--- config.mk ---
export PLATFORM = sky130hd
export DESIGN_NAME = rxca_top
export DESIGN_NICKNAME = d
export VERILOG_FILES = /design/src/design/rxca_pkg.sv /design/src/design/rxca_top.sv
export SDC_FILE = /design/constraint.sdc
export NUM_CORES = 1
export LEC_CHECK = 0
export BUFFER_PORTS_ARGS = -buffer_cell sky130_fd_sc_hd__clkbuf_2
export CORE_MARGIN = 2
export CORE_UTILIZATION = 43
export DETAILED_ROUTE_END_ITERATION = 7
export GPL_TIMING_DRIVEN = 0
export PLACE_DENSITY = 0.64
export SLEW_MARGIN = 20
export SYNTH_ARGS = -nofsm -noshare
export SYNTH_HDL_FRONTEND = slang
export SYNTH_SLANG_ARGS = --single-unit
--- constraint.sdc ---
create_clock -name core_clk_i -period 22.4 [get_ports core_clk_i]
set_clock_uncertainty 0.15 [all_clocks]
set_input_delay 1.12 -clock core_clk_i [delete_from_list [all_inputs] [get_ports core_clk_i]]
set_output_delay 1.12 -clock core_clk_i [all_outputs]
set_load 0.005 [all_outputs]
--- src/design/rxca_pkg.sv ---
// shared constants, types and the register map of the receive channel assessment block
package rxca_pkg;
  // register port geometry
  localparam int RXCA_ADDR_W = 8;
  localparam int RXCA_DATA_W = 32;

  // register byte offsets
  localparam logic [7:0] OFF_CONFIG = 8'h00;
  localparam logic [7:0] OFF_THRESH = 8'h04;
  localparam logic [7:0] OFF_HOP_STEP = 8'h08;
  localparam logic [7:0] OFF_HOP_CHAN = 8'h0c;
  localparam logic [7:0] OFF_BASE_FREQ = 8'h10;
  localparam logic [7:0] OFF_DBM_CAL = 8'h14;
  localparam logic [7:0] OFF_SYM_PERIOD = 8'h18;
  localparam logic [7:0] OFF_STATUS = 8'h1c;
  localparam logic [7:0] OFF_STRENGTH = 8'h20;

  // config register field positions
  localparam int CFG_AVG_LSB = 0;
  localparam int CFG_CAP_LSB = 4;
  localparam int CFG_WIN_LSB = 8;
  localparam int CFG_CDR_LSB = 12;
  localparam int CFG_MUTE_BIT = 16;
  localparam int CFG_IRQ_SRC_BIT = 17;
  localparam int CFG_EXT_SRC_BIT = 18;
  localparam int CFG_DOUT_PIN_LSB = 20;
  localparam int CFG_CLK_PIN_LSB = 24;

  // values after reset
  localparam logic [31:0] CONFIG_RST = 32'h0210_0100;
  localparam logic [7:0] THRESH_RST = 8'h50;
  localparam logic [7:0] DBM_CAL_RST = 8'h80;
  localparam logic [15:0] SYM_PERIOD_RST = 16'h00fa;
  localparam logic [31:0] BASE_FREQ_RST = 32'h0000_0000;

  // hop arithmetic: frequency word counts in 500 Hz steps
  localparam int HOP_UNIT_HZ = 2500;
  localparam int FREQ_LSB_HZ = 500;
  localparam logic [7:0] HOP_MULT = 8'(HOP_UNIT_HZ / FREQ_LSB_HZ);

  // averaging filter fraction bits and tracking tolerance (5/32 = 15.6 %)
  localparam int FILT_FRAC = 7;
  localparam int TRACK_TOL_NUM = 5;
  localparam int TRACK_TOL_SHIFT = 5;

  typedef enum logic [1:0] {CAP_REALTIME, CAP_PREAMBLE, CAP_SYNC, CAP_PACKET} rxca_capture_t;
  typedef enum logic [1:0] {CDR_COUNTING, CDR_TRACKING, CDR_MANCHESTER, CDR_SPARE} rxca_cdr_t;

  // samples and events from the demodulator front-end
  typedef struct packed {
    logic [6:0] i_level;
    logic [6:0] q_level;
    logic sample_vld;
    logic demod_bit;
    logic bit_vld;
    logic dev_ok;
    logic snr_ok;
    logic fsk_mode;
    logic direct_mode;
    logic preamble_det;
    logic sync_det;
    logic packet_done;
  } rxca_demod_t;
endpackage : rxca_pkg

--- src/design/rxca_top.sv ---
// receive channel assessment: strength, phase jumps, clock recovery and hop frequency
// Notes on behaviour
// - raw strength is the sum of the I and Q log amplifier levels
// - samples pass an averaging filter whose order is a three-bit field
// - filtered code is translated to dBm; code and dBm are both readable
// - two-bit select: real time, or latched at preamble, sync or packet end
// - real-time strength above the eight-bit threshold gives 1, else 0
// - threshold result can feed the signal-valid interrupt and receive extension
// - every 0-to-1 or 1-to-0 change of demodulated data is one phase jump
// - two-bit window field selects how many jumps declare a wanted signal
// - detector also needs valid deviation and SNR above 7 dB to output 1
// - detector result can feed the signal-valid interrupt and receive extension
// - in direct mode with mute set, data output is silenced without wanted signal
// - recovered symbol clock drives decoding and can appear on a general pin
// - counting recovery assumes an exact rate and survives long runs of zeros
// - tracking recovery follows the sender rate within 15.6 % error
// - Manchester recovery is counting plus handling of sudden rate changes
// - frequency is base plus 2.5 kHz times step times channel index
// - direct-mode data drives a data pin assignable to general pins 1, 2 or 3
`timescale 1ns/1ps
module rxca_top #(
  parameter int NUM_GPIO = 3
) (
  // clock and reset
  input wire logic core_clk_i,
  input wire logic rst_i,
  // register port
  input wire logic [rxca_pkg::RXCA_ADDR_W-1:0] reg_addr_i,
  input wire logic [rxca_pkg::RXCA_DATA_W-1:0] reg_wdata_i,
  input wire logic reg_wr_i,
  input wire logic reg_rd_i,
  output logic [rxca_pkg::RXCA_DATA_W-1:0] reg_rdata_o,
  // demodulator side
  input wire rxca_pkg::rxca_demod_t demod_i,
  // assessment results
  output logic signal_valid_interrupt_o,
  output logic rx_extend_o,
  output logic [31:0] rf_freq_o,
  // recovered clock and data
  output logic cdr_clk_o,
  output logic cdr_data_o,
  output logic cdr_strobe_o,
  // general-purpose pins
  output logic [NUM_GPIO-1:0] gpio_o
);
  import rxca_pkg::*;

  // software registers
  logic [31:0] cfg_ff;
  logic [7:0] strength_threshold_ff;
  logic [7:0] hop_step_size_ff;
  logic [7:0] hop_channel_index_ff;
  logic [31:0] base_frequency_setting_ff;
  logic [7:0] dbm_cal_ff;
  logic [15:0] sym_period_ff;

  // config fields
  wire [2:0] strength_average_order = cfg_ff[CFG_AVG_LSB +: 3];
  wire rxca_capture_t strength_capture_select = rxca_capture_t'(cfg_ff[CFG_CAP_LSB +: 2]);
  wire [1:0] jump_window_select = cfg_ff[CFG_WIN_LSB +: 2];
  wire rxca_cdr_t cdr_mode = rxca_cdr_t'(cfg_ff[CFG_CDR_LSB +: 2]);
  wire dout_mute = cfg_ff[CFG_MUTE_BIT];
  wire irq_from_jump = cfg_ff[CFG_IRQ_SRC_BIT];
  wire ext_from_jump = cfg_ff[CFG_EXT_SRC_BIT];
  wire [1:0] dout_pin = cfg_ff[CFG_DOUT_PIN_LSB +: 2];
  wire [1:0] clk_pin = cfg_ff[CFG_CLK_PIN_LSB +: 2];

  // address decode
  wire wr_cfg = reg_wr_i && (reg_addr_i == OFF_CONFIG);
  wire wr_thr = reg_wr_i && (reg_addr_i == OFF_THRESH);
  wire wr_step = reg_wr_i && (reg_addr_i == OFF_HOP_STEP);
  wire wr_chan = reg_wr_i && (reg_addr_i == OFF_HOP_CHAN);
  wire wr_base = reg_wr_i && (reg_addr_i == OFF_BASE_FREQ);
  wire wr_cal = reg_wr_i && (reg_addr_i == OFF_DBM_CAL);
  wire wr_per = reg_wr_i && (reg_addr_i == OFF_SYM_PERIOD);

  // register writes; a period of zero would stall recovery, so it is floored at two
  always_ff @(posedge core_clk_i or posedge rst_i) begin
    if (rst_i) begin
      cfg_ff <= CONFIG_RST;
      strength_threshold_ff <= THRESH_RST;
      hop_step_size_ff <= 8'h00;
      hop_channel_index_ff <= 8'h00;
      base_frequency_setting_ff <= BASE_FREQ_RST;
      dbm_cal_ff <= DBM_CAL_RST;
      sym_period_ff <= SYM_PERIOD_RST;
    end else begin
      if (wr_cfg) cfg_ff <= reg_wdata_i;
      if (wr_thr) strength_threshold_ff <= reg_wdata_i[7:0];
      if (wr_step) hop_step_size_ff <= reg_wdata_i[7:0];
      if (wr_chan) hop_channel_index_ff <= reg_wdata_i[7:0];
      if (wr_base) base_frequency_setting_ff <= reg_wdata_i;
      if (wr_cal) dbm_cal_ff <= reg_wdata_i[7:0];
      if (wr_per) sym_period_ff <= (reg_wdata_i[15:0] < 16'h0002) ? 16'h0002 : reg_wdata_i[15:0];
    end
  end

  // signal strength
  logic [14:0] filt_acc_ff;
  logic [7:0] strength_code_ff;
  logic above_thr_ff;

  // sum of both channels; 7-bit levels keep the sum inside 8 bits
  wire [7:0] strength_raw_code = {1'b0, demod_i.i_level} + {1'b0, demod_i.q_level};
  // first-order recursive average, weight 2^-order; order 0 passes samples straight through
  wire signed [16:0] filt_diff = $signed({2'b00, strength_raw_code, 7'h00})
                               - $signed({2'b00, filt_acc_ff});
  wire signed [16:0] filt_step = filt_diff >>> strength_average_order;
  wire [16:0] filt_sum = 17'($signed({2'b00, filt_acc_ff}) + filt_step);
  wire [7:0] filt_code = filt_acc_ff[14:FILT_FRAC];
  // capture event chosen by the select field
  wire capture_evt = (strength_capture_select == CAP_PREAMBLE && demod_i.preamble_det)
                  || (strength_capture_select == CAP_SYNC && demod_i.sync_det)
                  || (strength_capture_select == CAP_PACKET && demod_i.packet_done);
  wire take_code = (strength_capture_select == CAP_REALTIME) || capture_evt;
  wire [7:0] strength_in_dbm = strength_code_ff - dbm_cal_ff;

  // filter, reported code and threshold compare
  always_ff @(posedge core_clk_i or posedge rst_i) begin
    if (rst_i) begin
      filt_acc_ff <= 15'h0000;
      strength_code_ff <= 8'h00;
      above_thr_ff <= 1'b0;
    end else begin
      if (demod_i.sample_vld) filt_acc_ff <= filt_sum[14:0];
      if (take_code) strength_code_ff <= filt_code;
      above_thr_ff <= (filt_code > strength_threshold_ff);
    end
  end

  // phase jump detector
  logic last_bit_ff;
  logic [16:0] since_jump_ff;
  logic [4:0] jump_cnt_ff;
  logic jump_valid_ff;

  wire phase_jump = demod_i.bit_vld && (demod_i.demod_bit != last_bit_ff);
  // a jump sooner than 3/4 symbol is off-rate; a gap of 8 symbols loses the signal
  wire [16:0] min_gap = {1'b0, sym_period_ff - (sym_period_ff >> 2)};
  wire [18:0] max_gap = {sym_period_ff, 3'b000};
  wire rate_ok = (since_jump_ff >= min_gap);
  wire gap_lost = ({2'b00, since_jump_ff} >= max_gap);
  wire [4:0] jumps_needed = 5'h02 << jump_window_select; // 2, 4, 8 or 16
  wire quality_ok = demod_i.fsk_mode && demod_i.dev_ok && demod_i.snr_ok;
  wire [4:0] nxt_jump_cnt = (!quality_ok || gap_lost || (phase_jump && !rate_ok)) ? 5'h00 :
                            (phase_jump && jump_cnt_ff != 5'h1f) ? jump_cnt_ff + 5'h01 :
                            jump_cnt_ff;

  // jump counting; count restarts on off-rate jumps, lost signal or bad deviation/SNR
  always_ff @(posedge core_clk_i or posedge rst_i) begin
    if (rst_i) begin
      last_bit_ff <= 1'b0;
      since_jump_ff <= 17'h0_0000;
      jump_cnt_ff <= 5'h00;
      jump_valid_ff <= 1'b0;
    end else begin
      if (demod_i.bit_vld) last_bit_ff <= demod_i.demod_bit;
      if (phase_jump) since_jump_ff <= 17'h0_0001;
      else if (!since_jump_ff[16]) since_jump_ff <= since_jump_ff + 17'h0_0001;
      jump_cnt_ff <= nxt_jump_cnt;
      jump_valid_ff <= quality_ok && (nxt_jump_cnt >= jumps_needed);
    end
  end

  // clock data recovery
  logic [15:0] phase_ff;
  logic [15:0] local_period_ff;
  logic cdr_clk_ff;
  logic cdr_data_ff;
  logic cdr_strobe_ff;

  // tracking limits: nominal period plus or minus 5/32 of it
  wire [15:0] trk_tol = 16'(({4'h0, sym_period_ff} * TRACK_TOL_NUM) >> TRACK_TOL_SHIFT);
  wire [15:0] trk_max = sym_period_ff + trk_tol;
  wire [15:0] trk_min = sym_period_ff - trk_tol;
  wire [15:0] half_period = local_period_ff >> 1;
  wire [15:0] quarter_period = local_period_ff >> 2;
  wire data_edge = phase_jump;
  wire phase_wrap = (phase_ff >= local_period_ff - 16'h0001);
  // manchester: resync on edges near the boundary, or when spacing says the rate jumped
  wire near_boundary = (phase_ff < quarter_period) || (phase_ff >= local_period_ff - quarter_period);
  wire rate_jumped = (since_jump_ff > {1'b0, local_period_ff + half_period});
  wire resync = data_edge && ((cdr_mode != CDR_MANCHESTER) || near_boundary || rate_jumped);
  // tracking: late edge lengthens the period, early edge shortens it, by 1/8 of the error
  wire [15:0] late_err = phase_ff >> 3;
  wire [15:0] early_err = (local_period_ff - phase_ff) >> 3;
  wire [15:0] trk_up = (local_period_ff + late_err > trk_max) ? trk_max : local_period_ff + late_err;
  wire [15:0] trk_dn = (local_period_ff - early_err < trk_min) ? trk_min : local_period_ff - early_err;
  wire [15:0] nxt_local_period = (cdr_mode != CDR_TRACKING) ? sym_period_ff :
                                 !data_edge ? local_period_ff :
                                 (phase_ff < half_period) ? trk_up : trk_dn;

  // phase counter free-runs on the exact period between edges, so long zero runs keep lock
  always_ff @(posedge core_clk_i or posedge rst_i) begin
    if (rst_i) begin
      phase_ff <= 16'h0000;
      local_period_ff <= SYM_PERIOD_RST;
      cdr_clk_ff <= 1'b0;
      cdr_data_ff <= 1'b0;
      cdr_strobe_ff <= 1'b0;
    end else begin
      if (resync || phase_wrap) phase_ff <= 16'h0000;
      else phase_ff <= phase_ff + 16'h0001;
      local_period_ff <= nxt_local_period;
      cdr_clk_ff <= (phase_ff >= half_period);
      cdr_strobe_ff <= (phase_ff == half_period);
      if (phase_ff == half_period) cdr_data_ff <= last_bit_ff;
    end
  end

  // pins, results and frequency
  logic signal_valid_ff;
  logic rx_extend_ff;
  logic [31:0] rf_freq_ff;
  logic [NUM_GPIO-1:0] gpio_ff;

  wire dout_data = demod_i.direct_mode && dout_mute && !jump_valid_ff ? 1'b0 : last_bit_ff;
  wire [23:0] hop_prod = 24'(HOP_MULT * hop_step_size_ff * hop_channel_index_ff);
  wire [31:0] nxt_rf_freq = base_frequency_setting_ff + {8'h00, hop_prod};

  // pin k+1 carries the direct data if selected, else the recovered clock if selected
  genvar gi;
  generate
    for (gi = 0; gi < NUM_GPIO; gi++) begin : g_pin
      wire [1:0] pin_id = 2'(gi + 1);
      wire nxt_pin = (demod_i.direct_mode && dout_pin == pin_id) ? dout_data :
                     (clk_pin == pin_id) ? cdr_clk_ff : 1'b0;
      always_ff @(posedge core_clk_i or posedge rst_i) begin
        if (rst_i) gpio_ff[gi] <= 1'b0;
        else gpio_ff[gi] <= nxt_pin;
      end
    end
  endgenerate

  // result routing; hop frequency is recomputed each cycle so a channel write lands one cycle after the register takes it
  always_ff @(posedge core_clk_i or posedge rst_i) begin
    if (rst_i) begin
      signal_valid_ff <= 1'b0;
      rx_extend_ff <= 1'b0;
      rf_freq_ff <= BASE_FREQ_RST;
    end else begin
      signal_valid_ff <= irq_from_jump ? jump_valid_ff : above_thr_ff;
      rx_extend_ff <= ext_from_jump ? jump_valid_ff : above_thr_ff;
      rf_freq_ff <= nxt_rf_freq;
    end
  end

  // read path
  logic [31:0] rdata_ff;
  wire [31:0] status_word = {24'h00_0000, 3'b000, jump_cnt_ff[4:0] >= jumps_needed,
                             cdr_data_ff, jump_valid_ff, above_thr_ff, signal_valid_ff};
  wire [31:0] rd_mux = (reg_addr_i == OFF_CONFIG) ? cfg_ff :
                       (reg_addr_i == OFF_THRESH) ? {24'h00_0000, strength_threshold_ff} :
                       (reg_addr_i == OFF_HOP_STEP) ? {24'h00_0000, hop_step_size_ff} :
                       (reg_addr_i == OFF_HOP_CHAN) ? {24'h00_0000, hop_channel_index_ff} :
                       (reg_addr_i == OFF_BASE_FREQ) ? base_frequency_setting_ff :
                       (reg_addr_i == OFF_DBM_CAL) ? {24'h00_0000, dbm_cal_ff} :
                       (reg_addr_i == OFF_SYM_PERIOD) ? {16'h0000, sym_period_ff} :
                       (reg_addr_i == OFF_STATUS) ? status_word :
                       (reg_addr_i == OFF_STRENGTH) ? {16'h0000, strength_in_dbm, strength_code_ff} :
                       32'h0000_0000;

  // read data stands only in the cycle after the strobe; unmapped reads give zero
  always_ff @(posedge core_clk_i or posedge rst_i) begin
    if (rst_i) rdata_ff <= 32'h0000_0000;
    else rdata_ff <= reg_rd_i ? rd_mux : 32'h0000_0000;
  end

  assign reg_rdata_o = rdata_ff;
  assign signal_valid_interrupt_o = signal_valid_ff;
  assign rx_extend_o = rx_extend_ff;
  assign rf_freq_o = rf_freq_ff;
  assign cdr_clk_o = cdr_clk_ff;
  assign cdr_data_o = cdr_data_ff;
  assign cdr_strobe_o = cdr_strobe_ff;
  assign gpio_o = gpio_ff;
endmodule : rxca_top

==> results list <==
- Result of the run: finished, final reports clean
- Across every metal layer, demand over resource in global routing totals 0.2419.
* Worst endpoint required time: approximately 23 ns
- The worst hold path begins at cfg_ff[30].
- Later-pin clock latency in the skew report: 0.55 ns
* Total DRC errors in the routed layout: 0
* Area share of the largest cell type after synthesis: 0.2346
- For this run, the leading register cell type out of synthesis is dfrtp_1.
- Across all register-to-register paths, the minimum setup slack is 14.44 ns.
- Summed over all nets, the half-perimeter wirelength after detailed placement is 61.04 mm.
* Core box area: 0.06036 mm2
- Initial core utilization: 0.4347
- In this run the tightest slew margin relative to its limit is 0.3550.
* Number of antenna violations at the first check in global routing: 3
- Post-synthesis to final-layout area growth: 10.85%
- H-Tree Depth: 2
- At the end of routability-driven placement, the weighted congestion stood at around 0.93.
- The synthesized design spends more area on one cell type than any other, namely dfrtp_1.
- Of the synthesized area, sequential elements account for 0.2527.
- After synthesis, the mean cell area works out to 9.268 um2.
* Final total negative setup slack: 0 ns
- Timing would allow up to 0.1257 GHz.
- Number of port buffers: 136
- Most used standard cells in the synthesized netlist: ha_1 (405), inv_1 (287), dfrtp_1 (246), a21oi_1 (172), nand2_1 (172)
- Unrepaired setup endpoints after global routing: no
* Remaining antenna violation count: 0
- In the synthesized netlist, the number of instances is 2831.
- The worst setup path is of the reg -> reg kind.
* Inserted Clock Buffers: 34
- For this design, the CTS-stage hold fixing added 0 buffers.
- Die outline area: 0.06301 mm2
- Entering global routing, the biggest net connects 106 pins.
* Overall via count from detail_route: around 22000
- By instance count, the leading cell after synthesis is ha_1.
* Critical path launch point type: flop
- Post-layout net count: 3560
- Setup violations remaining at the end of the flow were counted as 0.
* Post-route clock period utilization: 0.3553
- Number of fillers in the final layout: ~5600
- Yosys mapped a number of flops with a built-in enable equal to 0.
* Hold Path Cell Cnt: 1
* Minimum clock period after layout: 7.958 ns
* Depth of the most critical reg-to-reg path: 29
- Flip-flop and latch count after synthesis: between 200 and 300
* Post-CTS Resized: 0
- Reg2reg start: sym_period_ff[4]
- Row count: 90
- VDD IR max: approximately 67 uV
- Ranking of synthesized cells by area: dfrtp_1 (23%), ha_1 (19%), fa_1 (6.3%)
* Endpoint of the worst hold path: cfg_ff[30]
- Along the worst path, the maximum fanout reaches 10.
* CTS tree: done
- # clock sinks: 264
- Detailed-route wire length per cell: 20.06 um
- Pwr per Cell Area: between 80 and 90 mW/mm2
- The clock passes through at most 3 buffers.
- Together, buffers and inverters on the worst path number 3.
- Number of buffers added for setup after CTS: 0
- First-pass detailed-route iteration total: 7
* Mapped Nets: about 3400
- At the pin with the least slew margin, the transition time is between 0.9 and 1 ns.
- Final number of hold-violating endpoints: 0
- In the final layout, the share of cells above drive strength 1 is 0.1308.
- Leak pwr: 14.44 nW
- The number of pins with negative max-slew slack in the final report is 0.
- Cell mode on critical path: ha_1
- Mapped Area: 0.02624 mm2
* Ys Warns: 0
* First-pass GRT wire length: 121.5 mm
- For this block, the routed nets add up to 76.46 mm of wire.
- Async SR Flop Fraction: 1.000
- Element type at the critical path end: flop
- Top Family by Delay on Critical Path: compound AO/OA/AOI/OAI gates
- Clock-pin slew was measured on the worst setup and hold paths at ~0.060 ns.
- IO Count: 140
* CP max stage cell: a221oi_2
* Worst stage delay on the critical path: ~0.73 ns
- Reg2reg end: local_period_ff[14]
* Number of global-route vias before repair: 22440
* Remaining Overflow, GRT: 0
- Number of unique standard cell types used by synthesis: between 80 and 90
- STA puts the critical path data arrival time at 8.20 ns.
* Detailed Route Iter0 Violations: about 1500
- Root buffer cell: clkbuf_16
* Post-DR vias/cell: 5.701
* Width of the chip: ~250 um
- The tightest min-delay check is of the reg -> reg type.
- Once layout is complete, the utilization of the core stands at 0.4818.
* Max Cap Viol: 0
- Die height: 251.0 um
==> power by group <==
part           internal (W)  switching (W)  total, W
Sequential         0.000530      0.0000800  0.000610
Combinational      0.000603       0.000793   0.00140
Clock              0.000329       0.000224  0.000553
Total               0.00146        0.00110   0.00256
==> worst max-delay path by stage <==
stage                startpoint             endpoint  slack, ns  depth (start not counted)
6_report       sym_period_ff[4]  local_period_ff[14]      14.44                         29
3_5_place_dp   sym_period_ff[4]  local_period_ff[14]      14.60                         29
3_3_place_gp              rst_i        rf_freq_o[18]      10.78                          2
4_1_cts        sym_period_ff[4]  local_period_ff[14]      14.58                         29
2_1_floorplan             rst_i         above_thr_ff      13.89                          1
5_1_grt        sym_period_ff[4]  local_period_ff[14]      14.05                         29
==> through the flow <==
step	worst slack (ns)	cell area [um2]	hold WS, ns	instances	total power (W)
after floorplan	13.89	26240	0.3079	2831	0.001635
after global placement	10.78	27900	0.3370	3749	0.001937
after detailed placement	14.60	27960	0.3433	3751	0.001985
after CTS	14.58	29080	0.3555	3810	0.002554
after global routing	14.05	29080	0.3709	3811	0.002750
final	14.44	29080	0.3537	3811	0.002558
==> sequential cells by signal, summed over array words and instances (netlist names), 15 cells and up <==
register / cells
base_frequency_setting_ff: 32
cfg_ff: 32
filt_acc_ff: 15
local_period_ff: 16
phase_ff: 16
reg_rdata_o: 32
rf_freq_o: 32
since_jump_ff: 17
sym_period_ff: 16
==> kinds of logic after synthesis <==
kind of cell	count (synthesis)	synth area share
simple gates	695	0.1318
compound gates	615	0.1551
fa+ha+maj	487	0.2557
buf+inv	364	0.05375
flops	264	0.2527
xor+xnor	224	0.07506
mux	182	0.07592
==> cells in the final DEF, fill, tap and decap left out, drive strengths merged, types with 57 or more instances in the layout <==
master and instances:
clkbuf 236, and2 64, a21oi 173, dfrtp 246, ha 405, fa 82, nand2 172, xnor2 159
xor2 65, nor2 167, mux2 136, inv 288, o21ai 131, a21o 57
==> metal layers <==
layer	part of all wire	vias to the layer above	track usage
li1	-	10300	-
met1	0.45	10660	0.3272
met2	0.46	632	0.4006
met3	0.054	141	0.02827
met4	0.035	2	0.08435
met5	0.00017	-	0
==> final cells by class <==
cell class | count | area (um2) | share of cell area
clock inverter | 9 | 100.1 | 0.003442
multi-input combinational | 2203 | 18200 | 0.6257
antenna | 1 | 2.502 | 0.00008604
sequential | 264 | 6629 | 0.2279
timing repair buffer | 138 | 735.7 | 0.02530
inverter | 290 | 1096 | 0.03769
clock buffer | 50 | 1022 | 0.03515
buffer | 74 | 321.6 | 0.01106
tap | 782 | 978.4 | 0.03364
Note: power is estimated with default switching activity, not from simulation.
